`src/core/rtu_check_pkg.sv`:
```
// Constants and types for the RTU error checking and exception block
package rtu_check_pkg;

    // CRC
    localparam logic [15:0] CRC_INIT     = 16'hffff;
    localparam logic [15:0] CRC_POLY     = 16'ha001;
    localparam int          CRC_STEPS    = 8;

    // Function field
    localparam logic [7:0]  FUNC_EXC_BIT = 8'h80;

    // Exception codes
    localparam logic [7:0]  EXC_ILLEGAL_FUNCTION = 8'h01;
    localparam logic [7:0]  EXC_ILLEGAL_ADDRESS  = 8'h02;
    localparam logic [7:0]  EXC_ILLEGAL_VALUE    = 8'h03;
    localparam logic [7:0]  EXC_DEVICE_FAILURE   = 8'h04;
    localparam logic [7:0]  EXC_ACKNOWLEDGE      = 8'h05;
    localparam logic [7:0]  EXC_DEVICE_BUSY      = 8'h06;
    localparam logic [7:0]  EXC_NEG_ACKNOWLEDGE  = 8'h07;
    localparam logic [7:0]  EXC_MEMORY_PARITY    = 8'h08;

    // Data encodings
    localparam logic signed [15:0] PCT_FULL_SCALE = 16'sd20000;
    localparam int                 PCT_MILLI_PER_LSB = 5;
    localparam int                 TEMP_DECI_C_PER_LSB = 1;

    // Broadcast address
    localparam logic [7:0]  BCAST_ADDR = 8'h00;

    // Parity modes
    typedef enum logic [1:0] {
        PAR_NONE,
        PAR_EVEN,
        PAR_ODD
    } parity_mode_t;

    // Exception request from command handlers
    typedef enum logic [3:0] {
        FAULT_NONE,
        FAULT_FUNCTION,
        FAULT_ADDRESS,
        FAULT_VALUE,
        FAULT_FAILURE,
        FAULT_ACK,
        FAULT_BUSY,
        FAULT_NAK,
        FAULT_MEMORY
    } fault_t;

    // Transmit phases
    typedef enum logic [1:0] {
        TX_IDLE,
        TX_BODY,
        TX_CRC_LO,
        TX_CRC_HI
    } tx_state_t;

endpackage : rtu_check_pkg

```
`src/core/crc16_step.sv`:
```
// One-byte CRC-16 update, reflected form
`timescale 1ns/100ps
`default_nettype none

module crc16_step
    import rtu_check_pkg::*;
(
    // Current register and byte in
    input  wire logic [15:0] crc_in,
    input  wire logic [7:0]  data_in,
    // Updated register
    output logic      [15:0] crc_out
);

    always_comb begin
        logic [15:0] r;
        r = crc_in ^ {8'h00, data_in};
        for (int i = 0; i < CRC_STEPS; i++) begin
            if (r[0]) begin
                r = {1'b0, r[15:1]} ^ CRC_POLY;
            end else begin
                r = {1'b0, r[15:1]};
            end
        end
        crc_out = r;
    end

endmodule : crc16_step

`default_nettype wire

```
`src/core/rtu_check.sv`:
```
// Parity, frame CRC and exception response logic for an RTU slave
`timescale 1ns/100ps
`default_nettype none

// Notes on behaviour
// All values travel as 16-bit registers
// Counts are signed 16-bit two's complement
// Percent: 0.005 per lsb, 20000 full
// Temperature: tenth degree per lsb, signed
// Discretes: one bit per channel, one=on/high
// Append even or odd parity bit
// Flag received parity mismatch per character
// No parity: no check, extra stop bit
// Master uses same parity as slaves
// CRC last, low byte then high byte
// Receiver compares computed and received CRC
// CRC register starts at all ones
// Only data bits enter the CRC
// Eight shift-and-conditional-xor steps per byte
// Final register contents are the CRC
// Shift constant is A001 hex
// Unsupported function returns exception 01
// Invalid holding value returns exception 03
// Unsupported address returns exception 02
// Codes 04 through 08 as tabled
// Normal response echoes function code below 80H
// Exception sets function msb, carries code
// Master detects exception by function msb
// No response to broadcast queries
// Frames with parity/CRC error get no reply
module rtu_check
    import rtu_check_pkg::*;
#(
    parameter int DATA_W = 16
)
(
    // Clock and reset
    input  wire logic              clk,
    input  wire logic              srst,
    // Configuration
    input  wire logic [1:0]        parity_sel,
    output logic                   two_stop_bits,
    // Received characters
    input  wire logic              rx_char_valid,
    input  wire logic [7:0]        rx_char_data,
    input  wire logic              rx_char_parity,
    input  wire logic              rx_frame_start,
    input  wire logic              rx_frame_end,
    // Receive status
    output logic                   rx_parity_err,
    output logic                   rx_frame_done,
    output logic                   rx_frame_good,
    output logic                   rx_crc_err,
    output logic [7:0]             rx_addr,
    output logic [7:0]             rx_func,
    output logic [15:0]            rx_crc_calc,
    // Response request from command handlers
    input  wire logic              resp_start,
    input  wire logic [3:0]        resp_fault,
    // Exception encoding
    output logic [7:0]             resp_func,
    output logic [7:0]             resp_exc_code,
    output logic                   resp_is_exc,
    output logic                   resp_allowed,
    // Transmit byte stream
    input  wire logic              tx_body_valid,
    input  wire logic [7:0]        tx_body_data,
    input  wire logic              tx_body_last,
    output logic                   tx_body_ready,
    output logic                   tx_char_valid,
    output logic [7:0]             tx_char_data,
    output logic                   tx_char_parity,
    input  wire logic              tx_char_ready,
    output logic                   tx_busy,
    // Data encodings
    input  wire logic signed [DATA_W-1:0] pct_in,
    output logic                   pct_over_range,
    input  wire logic [DATA_W-1:0] discrete_in,
    output logic [DATA_W-1:0]      discrete_reg_q
);

    ////////////////////////////////////////////////////////////////////////
    // Parity configuration

    parity_mode_t par_mode;

    always_comb begin
        case (parity_sel)
            2'h1:    par_mode = PAR_EVEN;
            2'h2:    par_mode = PAR_ODD;
            default: par_mode = PAR_NONE;
        endcase
    end

    assign two_stop_bits = (par_mode == PAR_NONE);

    function automatic logic parity_of(input logic [7:0] d, input parity_mode_t m);
        parity_of = (m == PAR_ODD) ? ~(^d) : (^d);
    endfunction

    ////////////////////////////////////////////////////////////////////////
    // Receive CRC and parity

    logic [15:0] rx_crc_q;
    logic [15:0] rx_crc_d;
    logic [7:0]  rx_last_q;
    logic [7:0]  rx_prev_q;
    logic [15:0] rx_crc_lag1_q;
    logic [15:0] rx_crc_lag2_q;
    logic [7:0]  rx_count_q;
    logic        rx_perr_frame_q;
    logic        char_perr;

    crc16_step u_rx_crc (
        .crc_in  (rx_crc_q),
        .data_in (rx_char_data),
        .crc_out (rx_crc_d)
    );

    assign char_perr = (par_mode != PAR_NONE) &&
                       (parity_of(rx_char_data, par_mode) != rx_char_parity);

    always_ff @(posedge clk) begin
        if (srst || rx_frame_start) begin
            rx_crc_q      <= CRC_INIT;
            rx_crc_lag1_q <= CRC_INIT;
            rx_crc_lag2_q <= CRC_INIT;
            rx_count_q    <= 8'h00;
            rx_last_q     <= 8'h00;
            rx_prev_q     <= 8'h00;
        end else if (rx_char_valid) begin
            rx_crc_q      <= rx_crc_d;
            rx_crc_lag1_q <= rx_crc_q;
            rx_crc_lag2_q <= rx_crc_lag1_q;
            rx_prev_q     <= rx_last_q;
            rx_last_q     <= rx_char_data;
            if (rx_count_q != 8'hff) begin
                rx_count_q <= rx_count_q + 8'h01;
            end
        end
    end

    always_ff @(posedge clk) begin
        if (srst) begin
            rx_addr <= 8'h00;
            rx_func <= 8'h00;
        end else if (rx_char_valid && rx_count_q == 8'h00) begin
            rx_addr <= rx_char_data;
        end else if (rx_char_valid && rx_count_q == 8'h01) begin
            rx_func <= rx_char_data;
        end
    end

    always_ff @(posedge clk) begin
        if (srst) begin
            rx_parity_err   <= 1'b0;
            rx_perr_frame_q <= 1'b0;
        end else begin
            rx_parity_err <= rx_char_valid && char_perr;
            if (rx_frame_start) begin
                rx_perr_frame_q <= 1'b0;
            end else if (rx_char_valid && char_perr) begin
                rx_perr_frame_q <= 1'b1;
            end
        end
    end

    // Frame verdict: CRC over body compared with trailing two bytes
    always_ff @(posedge clk) begin
        if (srst) begin
            rx_frame_done <= 1'b0;
            rx_frame_good <= 1'b0;
            rx_crc_err    <= 1'b0;
            rx_crc_calc   <= 16'h0000;
        end else begin
            rx_frame_done <= rx_frame_end;
            if (rx_frame_end) begin
                rx_crc_calc   <= rx_crc_lag2_q;
                rx_crc_err    <= (rx_count_q < 8'h04) ||
                                 (rx_crc_lag2_q != {rx_last_q, rx_prev_q});
                rx_frame_good <= (rx_count_q >= 8'h04) && !rx_perr_frame_q &&
                                 (rx_crc_lag2_q == {rx_last_q, rx_prev_q});
            end
        end
    end

    ////////////////////////////////////////////////////////////////////////
    // Exception encoding

    always_ff @(posedge clk) begin
        if (srst) begin
            resp_exc_code <= 8'h00;
            resp_is_exc   <= 1'b0;
            resp_func     <= 8'h00;
        end else if (resp_start) begin
            resp_is_exc <= (resp_fault != FAULT_NONE);
            case (resp_fault)
                FAULT_FUNCTION: resp_exc_code <= EXC_ILLEGAL_FUNCTION;
                FAULT_ADDRESS:  resp_exc_code <= EXC_ILLEGAL_ADDRESS;
                FAULT_VALUE:    resp_exc_code <= EXC_ILLEGAL_VALUE;
                FAULT_FAILURE:  resp_exc_code <= EXC_DEVICE_FAILURE;
                FAULT_ACK:      resp_exc_code <= EXC_ACKNOWLEDGE;
                FAULT_BUSY:     resp_exc_code <= EXC_DEVICE_BUSY;
                FAULT_NAK:      resp_exc_code <= EXC_NEG_ACKNOWLEDGE;
                FAULT_MEMORY:   resp_exc_code <= EXC_MEMORY_PARITY;
                default:        resp_exc_code <= 8'h00;
            endcase
            if (resp_fault != FAULT_NONE) begin
                resp_func <= rx_func | FUNC_EXC_BIT;
            end else begin
                resp_func <= rx_func & ~FUNC_EXC_BIT;
            end
        end
    end

    assign resp_allowed = rx_frame_good && (rx_addr != BCAST_ADDR);

    ////////////////////////////////////////////////////////////////////////
    // Transmit CRC append

    tx_state_t   tx_state_q;
    logic [15:0] tx_crc_q;
    logic [15:0] tx_crc_d;
    logic [7:0]  tx_byte;
    logic        tx_take;
    logic [15:0] u_tx_first;

    // CRC of first byte computed from the preset value
    crc16_step u_tx_first_crc (
        .crc_in  (CRC_INIT),
        .data_in (tx_body_data),
        .crc_out (u_tx_first)
    );

    crc16_step u_tx_crc (
        .crc_in  (tx_crc_q),
        .data_in (tx_body_data),
        .crc_out (tx_crc_d)
    );

    assign tx_body_ready = tx_char_ready &&
                           (tx_state_q == TX_IDLE || tx_state_q == TX_BODY);
    assign tx_take       = tx_body_valid && tx_body_ready;
    assign tx_busy       = (tx_state_q != TX_IDLE);

    always_ff @(posedge clk) begin
        if (srst) begin
            tx_state_q <= TX_IDLE;
            tx_crc_q   <= CRC_INIT;
        end else begin
            case (tx_state_q)
                TX_IDLE, TX_BODY: begin
                    if (tx_take) begin
                        tx_crc_q   <= (tx_state_q == TX_IDLE)
                                      ? u_tx_first : tx_crc_d;
                        tx_state_q <= tx_body_last ? TX_CRC_LO : TX_BODY;
                    end
                end
                TX_CRC_LO: begin
                    if (tx_char_ready) begin
                        tx_state_q <= TX_CRC_HI;
                    end
                end
                default: begin
                    if (tx_char_ready) begin
                        tx_state_q <= TX_IDLE;
                        tx_crc_q   <= CRC_INIT;
                    end
                end
            endcase
        end
    end

    always_comb begin
        case (tx_state_q)
            TX_CRC_LO: tx_byte = tx_crc_q[7:0];
            TX_CRC_HI: tx_byte = tx_crc_q[15:8];
            default:   tx_byte = tx_body_data;
        endcase
    end

    assign tx_char_valid = (tx_state_q == TX_CRC_LO) || (tx_state_q == TX_CRC_HI) ||
                           tx_body_valid;
    assign tx_char_data  = tx_byte;
    assign tx_char_parity = (par_mode == PAR_NONE) ? 1'b1
                                                   : parity_of(tx_byte, par_mode);

    ////////////////////////////////////////////////////////////////////////
    // Data encodings

    assign pct_over_range = (pct_in > PCT_FULL_SCALE) || (pct_in < -PCT_FULL_SCALE);

    always_ff @(posedge clk) begin
        if (srst) begin
            discrete_reg_q <= '0;
        end else begin
            discrete_reg_q <= discrete_in;
        end
    end

endmodule : rtu_check

`default_nettype wire

```
`config.mk`:
```
export PLATFORM = sky130hd
export DESIGN_NAME = rtu_check
export DESIGN_NICKNAME = d
export VERILOG_FILES = /design/src/core/rtu_check_pkg.sv /design/src/core/crc16_step.sv /design/src/core/rtu_check.sv
export SDC_FILE = /design/constraint.sdc
export NUM_CORES = 1
export LEC_CHECK = 0
export ABC_CLOCK_PERIOD_IN_PS = 2100
export BUFFER_PORTS_ARGS = -buffer_cell sky130_fd_sc_hd__buf_2
export CORE_MARGIN = 1.5
export CORE_UTILIZATION = 40
export DETAILED_ROUTE_END_ITERATION = 8
export GPL_ROUTABILITY_DRIVEN = 0
export GPL_TIMING_DRIVEN = 1
export PLACE_DENSITY = 0.74
export SLEW_MARGIN = 40
export SYNTH_ARGS = -nofsm -noshare
export SYNTH_HDL_FRONTEND = slang
export SYNTH_SLANG_ARGS = --single-unit
```
`constraint.sdc`:
```
create_clock -name clk -period 2.1 [get_ports clk]
set_clock_uncertainty 0.05 [all_clocks]
set_input_delay 0.105 -clock clk [delete_from_list [all_inputs] [get_ports clk]]
set_output_delay 0.105 -clock clk [all_outputs]
set_load 0.005 [all_outputs]
```
After elaboration in Yosys (flattened, before gate mapping)
Memory sizes are Yosys's and may differ from the RTL's. A register that Yosys moved wholly into a read port is not among the register bits.
Index checks and enable logic that the tools add are counted.
Storage, ports and cells
  register bits: 160
  latch bits: 0
  RAM bits: 0
  memory bits (read-only): 64
  bits of input ports: 64
  output and inout port bits: 84
  word-level logic and storage cells: 141
  memories: 1
Operators by class
  $add $sub $neg: 1
  multipliers: 0
  div/mod/pow operators: 0
  order comparisons: 4
  eq/ne operators: 13
  shift-type cells: 0
  muxes and demuxes: 39
  bitwise operators: 31
  reductions and logical operators: 32
Memory list
  (no name shown): depth 16, bits a word 4, rd ports 1, clocked after Yosys merged registers in 1, write ports 0, RTL line rtu_check.sv:197  | case (resp_fault)
Operator list (number)
  $mux 16: 27
  $not 2->3: 24
  $pmux 16 s2: 1
  $xor 16x8->16: 2
  $eq 16x16->1: 1
  $gt 16x16->1 const B: 1
  $lt 16x16->1 const B: 1
  $ne 16x16->1: 1
  $not 8->16: 1
  $pmux 8 s2: 1
  $reduce_xor 8->1: 2
  $logic_and 1x1->1: 9
  $add 8x1->8 const B: 1
  $eq 2x2->1 const B: 4
  $eq 8x1->1 const B: 1
  $ge 8x3->1 const B: 1
  $logic_not 8->1: 1
  $lt 8x3->1 const B: 1
  $mux 2: 4
  $mux 8: 1
  $ne 8x8->1 const B: 1
  $pmux 2 s2: 2
  $reduce_bool 8->1: 1
  $logic_or 1x1->1: 6
  other kinds (12): 25

Depth between registers and ports, before layout
Gate-level depths: netlist of run 1.
  depth in word-level cells: 20
  gate-level depth with buffers: 8
  depth with buffers taken out: 7

Cells and area by module
Synthesis of run 1 repeated with hierarchy kept, for this count alone.
Unflattened totals
  cell total of the unflattened synthesis: 731
  area total of the unflattened synthesis: 7196.9 um2
Modules (own cells, without submodules)
  rtu_check: instances 1, cells an instance 653, area each 6442.4 um2, sequential area each 3103.0 um2
  crc16_step: instances 3, cells an instance 26, area each 251.5 um2, sequential area each 0.0 um2

Worst setup path after synthesis of run 1
OpenSTA, ideal clock, no wires.
  path kind: reg-to-reg
  start: reg rx_crc_q[0]
  end: reg rx_crc_q[0]
  library setup time: 114 ps
  data arrival time: 1710 ps
  setup slack: 225 ps
  stages on the path, launching flop included: 7
  path buffers: 0
  path through: dfxtp_1 xor2_2 xnor2_1 xnor3_2 xor2_2 xnor2_1 a21bo_1
On the way
  cells in the longest elaborated chain, start to end: 9
Ends and longest elaborated chain
  start, declared: RTL line rtu_check.sv:104  | logic [15:0] rx_crc_q;
  start signal, assigned: RTL line rtu_check.sv:132  | rx_crc_q <= rx_crc_d;
  $xor 16x8->16: RTL line crc16_step.sv:17  | r = crc_in ^ {8'h00, data_in};
  $mux 16 (8 in a row): RTL line crc16_step.sv:19  | if (r[0]) begin
Every way passes these cells.
A chain may end at the register's enable or synchronous reset.

Worst setup path after layout of run 1
  start: reg tx_state_q[0]
  end: out tx_char_parity
On the way
  cells in the longest elaborated chain, start to end: 6
Ends and longest elaborated chain
  start, declared: RTL line rtu_check.sv:221  | tx_state_t tx_state_q;
  start signal, assigned: RTL line rtu_check.sv:256  | tx_state_q <= tx_body_last ? TX_CRC_LO : TX_BODY;
  $eq 2x2->1: RTL line rtu_check.sv:275  | case (tx_state_q)
  $pmux 8 s2 (*): RTL line rtu_check.sv:275
  $reduce_xor 8->1 (*): RTL line rtu_check.sv:98  | parity_of = (m == PAR_ODD) ? ~(^d) : (^d);
  $not 1->1: RTL line rtu_check.sv:98
  $mux 1 (*): RTL line rtu_check.sv:98
  $mux 1 (*): RTL line rtu_check.sv:285  | assign tx_char_parity = (par_mode == PAR_NONE) ? 1'b1
  end, declared: RTL line rtu_check.sv:72  | output logic tx_char_parity,
Every way passes the cells marked *; elsewhere a longest branch is shown, timed or not.

==> results of run 1 <==
## power by group
part | internal [uW] | total [uW] | switching [uW] | leakage, uW
Clock | 2250 | 3360 | 1110 | 0.000320
Sequential | 2860 | 2940 | 78.6 | 0.00119
Combinational | 499 | 981 | 482 | 0.00219
## flip-flops by register name (all words and copies together), names as in the netlist, 11 cells and up
register	flops
rx_crc_lag2_q	11
discrete_reg_q	16
tx_crc_q	16
rx_crc_q	16
rx_crc_calc	16
rx_crc_lag1_q	11
## critical path: cells and delay by family (launching register included)
kind                      cells  cell delay (ns)
AOI/OAI and AO/OA             1             0.12
xor gates and xnor gates      3             0.72
buffers and inverters         1             0.12
DFF                           1             0.39
muxes                         1             0.23
and+or+nand+nor               1             0.06
## final cells by class
| cell class | count | area (um2) | area share |
|---|---|---|---|
| repair buffers | 189 | 1147 | 0.1381 |
| inverters | 8 | 30.03 | 0.003614 |
| multi-input cells | 473 | 3302 | 0.3974 |
| clock inverters | 10 | 207.7 | 0.02500 |
| well taps | 211 | 264.0 | 0.03178 |
| flip-flops and latches | 145 | 2910 | 0.3503 |
| clock buffers | 20 | 446.7 | 0.05376 |
## layout by cell type (no fill, tap or decap), types with 3 or more instances in the layout
cell             n
xnor2_2          4
o21ai_0         13
xnor3_1          3
nor4_1           5
a31oi_1          3
dfxtp_2          3
nor2_1          79
xor2_1          31
buf_2          143
xnor2_1         51
a21oi_2          4
buf_4           16
nand2_1         68
conb_1           4
a21oi_1         15
nand3_1          5
dlygate4sd3_1   28
bufinv_16        6
nor2b_1         21
nand3b_1         3
ha_1             4
clkbuf_16       17
inv_1            8
nand2b_1         9
mux2i_1         90
dfxtp_1        141
nand4_1          6
o22ai_1         14
nor3_1           8
## synth_stat cells (all sizes together), types with 2 or more instances
| cell type | instances | area share |
|---|---|---|
| nand3b | 3 | 0.0035 |
| o21a | 2 | 0.0024 |
| o31ai | 2 | 0.0024 |
| nand2 | 68 | 0.040 |
| nor2b | 21 | 0.021 |
| inv | 8 | 0.0047 |
| nand2b | 9 | 0.0088 |
| xnor2 | 55 | 0.078 |
| nor3 | 8 | 0.0063 |
| o22ai | 14 | 0.014 |
| or4 | 2 | 0.0024 |
| nor4 | 5 | 0.0049 |
| o21ai | 13 | 0.010 |
| buf | 18 | 0.014 |
| a31oi | 3 | 0.0029 |
| nor2 | 80 | 0.047 |
| xor2 | 33 | 0.048 |
| or2 | 2 | 0.0020 |
| mux2i | 92 | 0.14 |
| a21oi | 19 | 0.015 |
| and2 | 2 | 0.0020 |
| clkbuf | 25 | 0.015 |
| a211oi | 2 | 0.0024 |
| nand3 | 5 | 0.0039 |
| xnor3 | 4 | 0.014 |
| mux2 | 2 | 0.0035 |
| ha | 4 | 0.0079 |
| dfxtp | 145 | 0.46 |
| nand4 | 6 | 0.0059 |
## metal layers
metal	part of all wire	GRT usage	vias to the layer above
li1	-	-	2549
met1	0.44	0.2331	2391
met2	0.50	0.3295	124
met3	0.052	0.04005	15
met4	0.012	0.06411	0
met5	0	0	-
## logic make-up after synthesis
family,Yosys count,synth area share
AO/OA/AOI/OAI,63,0.05993
XOR/XNOR,92,0.1401
adder cells (fa/ha/maj),4,0.007860
buffers and inverters,51,0.03360
flip-flops,145,0.4559
multiplexers,94,0.1482
other,1,0.0005889
AND/OR/NAND/NOR,216,0.1539
## stage by stage
stage               instances  total power (uW)
floorplan                 669              3617
global placement          997              3899
detailed placement        997              3915
CTS                      1055              7328
global route             1056              7566
finish                   1056              7278
## final timing paths
check / to / slack [ns] / cells past startpoint
worst min-delay path: rx_func[2] / 0.01 / 3
worst max register to register: rx_crc_q[0] / 0.11 / 6
worst max-delay path: tx_char_parity / -0.11 / 7
worst min register to register: resp_exc_code[0] / 0.41 / 2
## timing repair
item                       CTS  global route
buffers inserted             0             1
cloned                       0             0
hold buffers                28             0
setup endpoints to repair    1             4
hold endpoints to repair    29             0
pin swaps                    3             6
resized for setup            6             8
==> metrics.csv, run 1 <==
metric;value;unit
status;finished with violations;
failing checks;negative setup slack;
CP startpoint kind;register;
Initial Util;0.4142;
Initial DRC Count;287;
share of layout cells above drive strength 1;0.2497;
P_leak;0.003699;uW
drt total wl;15420;um
Post-route DRC;0;
syn avg cell area;9.561;um2
Max FO, Critical Path;6;
depth of the CTS H-tree;4;
GRT Total Usage;0.1895;
DP HPWL;10890;um
Via density;4.810;
Hold/Removal Path Class;primary input to register;
total negative slack;-0.1103;ns
Synth cell types;48;
Worst Slack Setup Final;-0.1103;ns
row count;45;
CTS Buffer Depth;2;
die area;0.01668;mm2
critical-path cell list;mux2i_1 -> a21oi_1 -> xnor2_1 -> xnor3_1 -> xor2_1 -> nand2b_1 -> buf_2;
port buffer count;143;
Achievable Freq;452.4;MHz
worst skew pair latency;0.42;ns
Final Instance Area;0.008308;mm2
synth warn;0;
CP Class;register to output port;
Inserted Diodes;0;
WL/cell;14.60;um
CTS sink cnt;145;
Die Wd;129.2;um
Slew @ Worst Pin;0.5240;ns
initial antenna violation count;0;
RSZ-0062 raised after global routing;yes;
MaxCap Viol Count;0;
TritonCTS clock tree;done;
VDD IR max;0.0005366;V
utilization of the core after routing;0.5405;
Core ar.;0.01537;mm2
total number of vias;5079;
Post-synth EDFFs;0;
worst slack, placed;0.09125;ns
vias in the first global route;4854;
Post-synth ARST share;0;
first-pass GRT wire length;24450;um
max-slew violations;0;
cells after synthesis;666;
Die H;129.2;um
slowest stage delay, CP;0.39;ns
#FFs+latches synth;145;
Critical Path Source;tx_state_q[0];
CTS buffer count;17;
# fillers;1414;
Area Overhead vs Synth;30.48;%
largest net degree at the start of global routing;68;
RR Startpoint;rx_crc_q[0];
Final Cycle Share;1.053;
synthesized area;0.006367;mm2
CTS Root Cell;clkbuf_16;
register area share after synthesis;0.4559;
placed cell area;0.007317;mm2
final hold viol count;0;
Rel. slew slack;0.6503;
crit path DAT;2.06;ns
Tmin final;2.210;ns
CP max stage cell;dfxtp_4;
P per Cell Area;876.0;mW/mm2
hold path start;rx_char_data[2];
ANT nets after route;0;
Hold WS;0.009528;ns
CP endpoint kind;output port;
Congestion Overflow GR;0;
Clock Pin Slew Worst Setup and Hold Paths;0.06;ns
Req. time, crit path;1.95;ns
DR pass1 iterations;4;
Synth Flop Type;dfxtp_1;
Setup-failing EPs final;1;
Nets;902;
I/O Pins;148;
(Power assumes the default switching activity.)
==> run 2: changes to the inputs <==
--- a/config.mk
+++ b/config.mk
@@ -13,6 +13,7 @@
 export GPL_ROUTABILITY_DRIVEN = 0
 export GPL_TIMING_DRIVEN = 1
 export PLACE_DENSITY = 0.74
+export RECOVER_POWER = 25
 export SLEW_MARGIN = 40
 export SYNTH_ARGS = -nofsm -noshare
 export SYNTH_HDL_FRONTEND = slang
==> run 2 against run 1 <==
The run still ends with negative setup slack left. Cell area fell by 0.18%. Utilization decreased by 0.098 points. Global-route usage did not move. Sequential cell count unchanged. Setup slack got worse by 0.0013 ns. Combinational power barely moved. Critical endpoint unchanged. Largest cell class unchanged. Highest routed layer unchanged.
==> metrics.csv, run 2 (synthesis gave the netlist of run 1 again) <==
metric;value;unit
RSZ-0062 raised after global routing;yes;
Setup-failing EPs final;1;
vias in the first global route;4854;
Die H;129.2;um
most common cell after layout, fill and taps aside;buf_2;
status;finished with violations;
final hold viol count;0;
CP Class;register to output port;
total number of vias;5117;
Clock Pin Slew Worst Setup and Hold Paths;0.06;ns
Tmin final;2.212;ns
P_leak;0.003683;uW
Inserted Diodes;0;
Achievable Freq;452.2;MHz
CP max stage cell;dfxtp_4;
I/O Pins;148;
CP startpoint kind;register;
P per Cell Area;877.6;mW/mm2
DR pass1 iterations;5;
failing checks;negative setup slack;
worst skew pair latency;0.42;ns
VDD IR max;0.0005378;V
CTS Root Cell;clkbuf_16;
die area;0.01668;mm2
drt total wl;15450;um
Max FO, Critical Path;6;
Via density;4.846;
Initial Util;0.4142;
CP bufs+invs;1;
MaxCap Viol Count;0;
Hold/Removal Path Class;primary input to register;
CTS sink cnt;145;
logic depth of the worst path, buffers included;7;
Sequential Power Share;0.403;
Die Wd;129.2;um
Min-Delay Path Depth;3;
max-slew violations;0;
Req. time, crit path;1.95;ns
Clock Power Share;0.462;
CP endpoint kind;output port;
Worst Slack Setup Final;-0.1116;ns
row count;45;
Post-route DRC;0;
Crit path max-delay family;XOR/XNOR gates;
# fillers;1419;
WL/cell;14.63;um
utilization of the core after routing;0.5395;
port buffer count;143;
largest net degree at the start of global routing;68;
ANT nets after route;0;
Worst R2R Path Depth;6;
GRT Total Usage;0.1895;
Slew @ Worst Pin;1.214;ns
Hold WS;0.006594;ns
initial antenna violation count;0;
Final Cycle Share;1.053;
GR Util met2;0.3295;
crit path DAT;2.06;ns
met3 Resource Use GR;0.04005;
critical-path cell list;mux2i_1 -> a21oi_1 -> xnor2_1 -> xnor3_1 -> xor2_1 -> nand2b_1 -> buf_2;
Nets;902;
depth of the CTS H-tree;4;
Area Overhead vs Synth;30.24;%
P_sw;1678;uW
internal cell power;5600;uW
combinational share of power;0.134;
slowest stage delay, CP;0.39;ns
Rel. slew slack;0.1908;
met1 Use GR;0.2331;
CTS buffer count;17;
gr busiest metal;met2;
Initial DRC Count;282;
Net Sw Frac;0.2305;
first-pass GRT wire length;24450;um
TritonCTS clock tree;done;
Congestion Overflow GR;0;
CTS Buffer Depth;2;
most frequent cells in the layout;buf_2, dfxtp_1, mux2i_1;
share of layout cells above drive strength 1;0.2438;
Core ar.;0.01537;mm2
DP HPWL;10890;um
[run 2: power groups by stage]
stage	clock network, uW	logic, uW	registers, uW
finish	3360	979	2940
global route	3540	1080	2950
CTS	3430	967	2940
detailed placement	0	921	2990
global placement	0	909	2990
floorplan	0	640	2980
[run 2: metal layers]
| layer | vias up | share of wire |
|---|---|---|
| met5 | - | 0 |
| li1 | 2553 | - |
| met3 | 18 | 0.048 |
| met2 | 134 | 0.50 |
| met1 | 2412 | 0.44 |
| met4 | 0 | 0.013 |
[run 2: repair_timing]
action / CTS / global route
cloned: 0 / 0
buffers inserted: 0 / 1
hold endpoints to repair: 29 / 0
pin swaps: 3 / 6
hold buffers: 28 / 0
resized for setup: 6 / 8
endpoints found under the setup margin: 1 / 4
[run 2: path summary, 6_finish.rpt]
path	startpoint	endpoint	slack [ns]
hold reg to reg	resp_exc_code[0]	resp_exc_code[0]	0.41
setup reg to reg	tx_crc_q[3]	tx_crc_q[0]	0.10
hold / removal	rx_char_data[2]	rx_func[2]	0.007
setup / recovery	tx_state_q[0]	tx_char_parity	-0.11
[run 2: per-stage QoR]
stage	cell area [um2]	setup slack, ns	std cells	TNS (ns)	total power, uW
finish	8293	-0.1116	1056	-0.1116	7278
global route	8293	-0.2458	1056	-0.3844	7562
CTS	8263	-0.1392	1055	-0.1392	7328
detailed placement	7317	0.09125	997	0	3915
global placement	7317	0.1849	997	0	3899
floorplan	6379	0.2254	669	0	3617
[run 2: cell type report]
class / count / area (um2) / share of cell area
repair buffers: 189 / 1132 / 0.1365
clock inverters: 10 / 207.7 / 0.02505
clock buffers: 20 / 446.7 / 0.05386
flip-flops and latches: 145 / 2910 / 0.3509
inverters: 8 / 30.03 / 0.003621
multi-input cells: 473 / 3302 / 0.3982
well taps: 211 / 264.0 / 0.03183
[run 2: worst min-delay path: cells and delay by family]
family / cells / cell delay [ns]
muxes: 1 / 0.09
and+or+nand+nor: 1 / 0.07
buffers and inverters: 1 / 0.17
==> run 3: changes to the inputs <==
--- a/config.mk
+++ b/config.mk
@@ -9,10 +9,11 @@
 export BUFFER_PORTS_ARGS = -buffer_cell sky130_fd_sc_hd__buf_2
 export CORE_MARGIN = 1.5
 export CORE_UTILIZATION = 40
+export CTS_BUF_LIST = sky130_fd_sc_hd__clkbuf_8
 export DETAILED_ROUTE_END_ITERATION = 8
 export GPL_ROUTABILITY_DRIVEN = 0
 export GPL_TIMING_DRIVEN = 1
-export PLACE_DENSITY = 0.74
+export PLACE_DENSITY_LB_ADDON = 0.25
 export RECOVER_POWER = 25
 export SLEW_MARGIN = 40
 export SYNTH_ARGS = -nofsm -noshare
==> run 3 against run 2 <==
The flow still finishes with violations (negative setup slack). Non-clock buffer count grew 11. Fmax shrank 5.0%. Highest routed layer unchanged. Register-to-register slack barely moved. Routed wire length up 1.8%. Total power down 19%. First-iteration DRC count shrank 16%. Cell count up 1.2%. Utilization shrank 0.85 points. Critical path depth is 1 higher. Sequential share of layout area grew 0.56 points. Die area stayed put. Largest cell class unchanged.
==> metrics.csv, run 3 (synthesis gave the netlist of run 1 again) <==
metric;value;unit
most common cell after layout, fill and taps aside;dfxtp_1;
Area Overhead vs Synth;28.20;%
max-slew violations;0;
initial antenna violation count;0;
Clock Pin Slew Worst Setup and Hold Paths;0.08;ns
multi-input combinational cell area;0.003324;mm2
CTS Root Cell;clkbuf_8;
depth of the CTS H-tree;4;
Congestion Overflow GR;0;
CP startpoint kind;register;
CTS sink cnt;145;
GRT Total Usage;0.1918;
CP endpoint kind;output port;
Reg2Reg Setup Slack;0.10;ns
Slew @ Worst Pin;1.278;ns
status;finished with violations;
Critical Path Sink;tx_char_parity;
Tmin final;2.328;ns
Achievable Freq;429.6;MHz
Inserted Diodes;0;
Worst Slack Setup Final;-0.2277;ns
total number of vias;5165;
Final Cycle Share;1.108;
Via density;4.832;
Non-Filler Instances;1069;
Critical R2R Capture;rx_crc_q[0];
slowest stage delay, CP;0.42;ns
Initial Util;0.4142;
drt total wl;15730;um
total power;5912;uW
MaxCap Viol Count;0;
DR pass1 iterations;6;
row count;45;
most frequent cells in the layout;dfxtp_1, buf_2, mux2i_1;
Req. time, crit path;1.95;ns
critical-path cell list;buf_12 -> mux2i_1 -> a21oi_2 -> xnor2_1 -> xnor3_1 -> xor2_1 -> nand2b_1 -> buf_2;
CTS Buffer Depth;2;
Max FO, Critical Path;3;
Critical Path Source;tx_state_q[0];
I/O Pins;148;
dpl cells;995;
total negative slack;-0.4672;ns
vias in the first global route;4933;
Hold/Removal Path Class;primary input to register;
Worst R2R Path Depth;6;
FF+latch area;0.002910;mm2
port buffer count;143;
P_leak;0.003604;uW
placed cell area;0.007302;mm2
WL/cell;14.71;um
share of layout cells above drive strength 1;0.2308;
Nets;913;
Rel. slew slack;0.1480;
# fillers;1422;
P per Cell Area;724.3;mW/mm2
crit path DAT;2.17;ns
first-pass GRT wire length;24800;um
largest net degree at the start of global routing;68;
RR Startpoint;rx_crc_q[5];
Hold WS;0.06591;ns
CP Class;register to output port;
VDD IR max;0.0004098;V
Die H;129.2;um
ANT nets after route;0;
DP HPWL;11090;um
Initial DRC Count;237;
Die Wd;129.2;um
die area;0.01668;mm2
final hold viol count;0;
failing checks;negative setup slack;
Setup-failing EPs final;3;
CP max stage cell;xnor3_1;
RSZ-0062 raised after global routing;yes;
Core ar.;0.01537;mm2
TritonCTS clock tree;done;
Post-route DRC;0;
worst skew pair latency;0.45;ns
Final Instance Area;0.008163;mm2
CTS buffer count;17;
## run 3: final cells by class
class / count / area share
clock buffers: 23 / 0.03878
flip-flops and latches: 145 / 0.3565
clock inverters: 9 / 0.005058
well taps: 211 / 0.03234
repair buffers: 200 / 0.1563
inverters: 8 / 0.003679
multi-input cells: 473 / 0.4073
## run 3: per-layer routing
metal  GRT usage  share of wire  vias to the layer above
li1            -              -                     2571
met4     0.07667          0.024                        0
met3     0.04624          0.052                       31
met5           0              0                        -
met1      0.2402           0.45                     2429
met2      0.3182           0.47                      134
## run 3: worst min-delay path by stage
stage | from | endpoint | cells past startpoint
finish | tx_body_data[0] | tx_crc_q[6] | 4
global route | tx_body_data[0] | tx_crc_q[6] | 4
CTS | tx_body_data[0] | tx_crc_q[6] | 4
detailed placement | discrete_in[12] | discrete_reg_q[12] | 2
global placement | discrete_in[2] | discrete_reg_q[2] | 2
floorplan | srst | rx_crc_q[15] | 2
## run 3: through the flow
step	setup slack (ns)	utilization
5_1_grt	-0.3635	0.5311
3_3_place_gp	0.1407	0.4751
3_5_place_dp	0.1001	0.4751
2_1_floorplan	0.2254	-
4_1_cts	-0.2546	0.5308
6_report	-0.2277	0.5311
## run 3: power breakdown
group | total (uW) | leakage (uW) | internal [uW] | switching [uW]
clock network | 1970 | 0.000204 | 979 | 990
logic | 1010 | 0.00221 | 521 | 488
registers | 2930 | 0.00119 | 2850 | 81.7
## run 3: critical path: cells and delay by family, from the launching register on
kind	cells	cell delay, ns
xor+xnor	3	0.73
buf+inv	2	0.24
flops	1	0.39
compound gates	1	0.09
mux	1	0.21
simple gates	1	0.07
## run 3: repair_timing
| item | 4_1_cts | 5_1_grt |
|---|---|---|
| setup endpoints to repair | 1 | 3 |
| cloned | 1 | 0 |
| gates resized for setup | 14 | 6 |
| hold buffers | 38 | 0 |
| setup buffers | 3 | 0 |
| pin swaps | 6 | 2 |
| hold endpoints to repair | 52 | 0 |
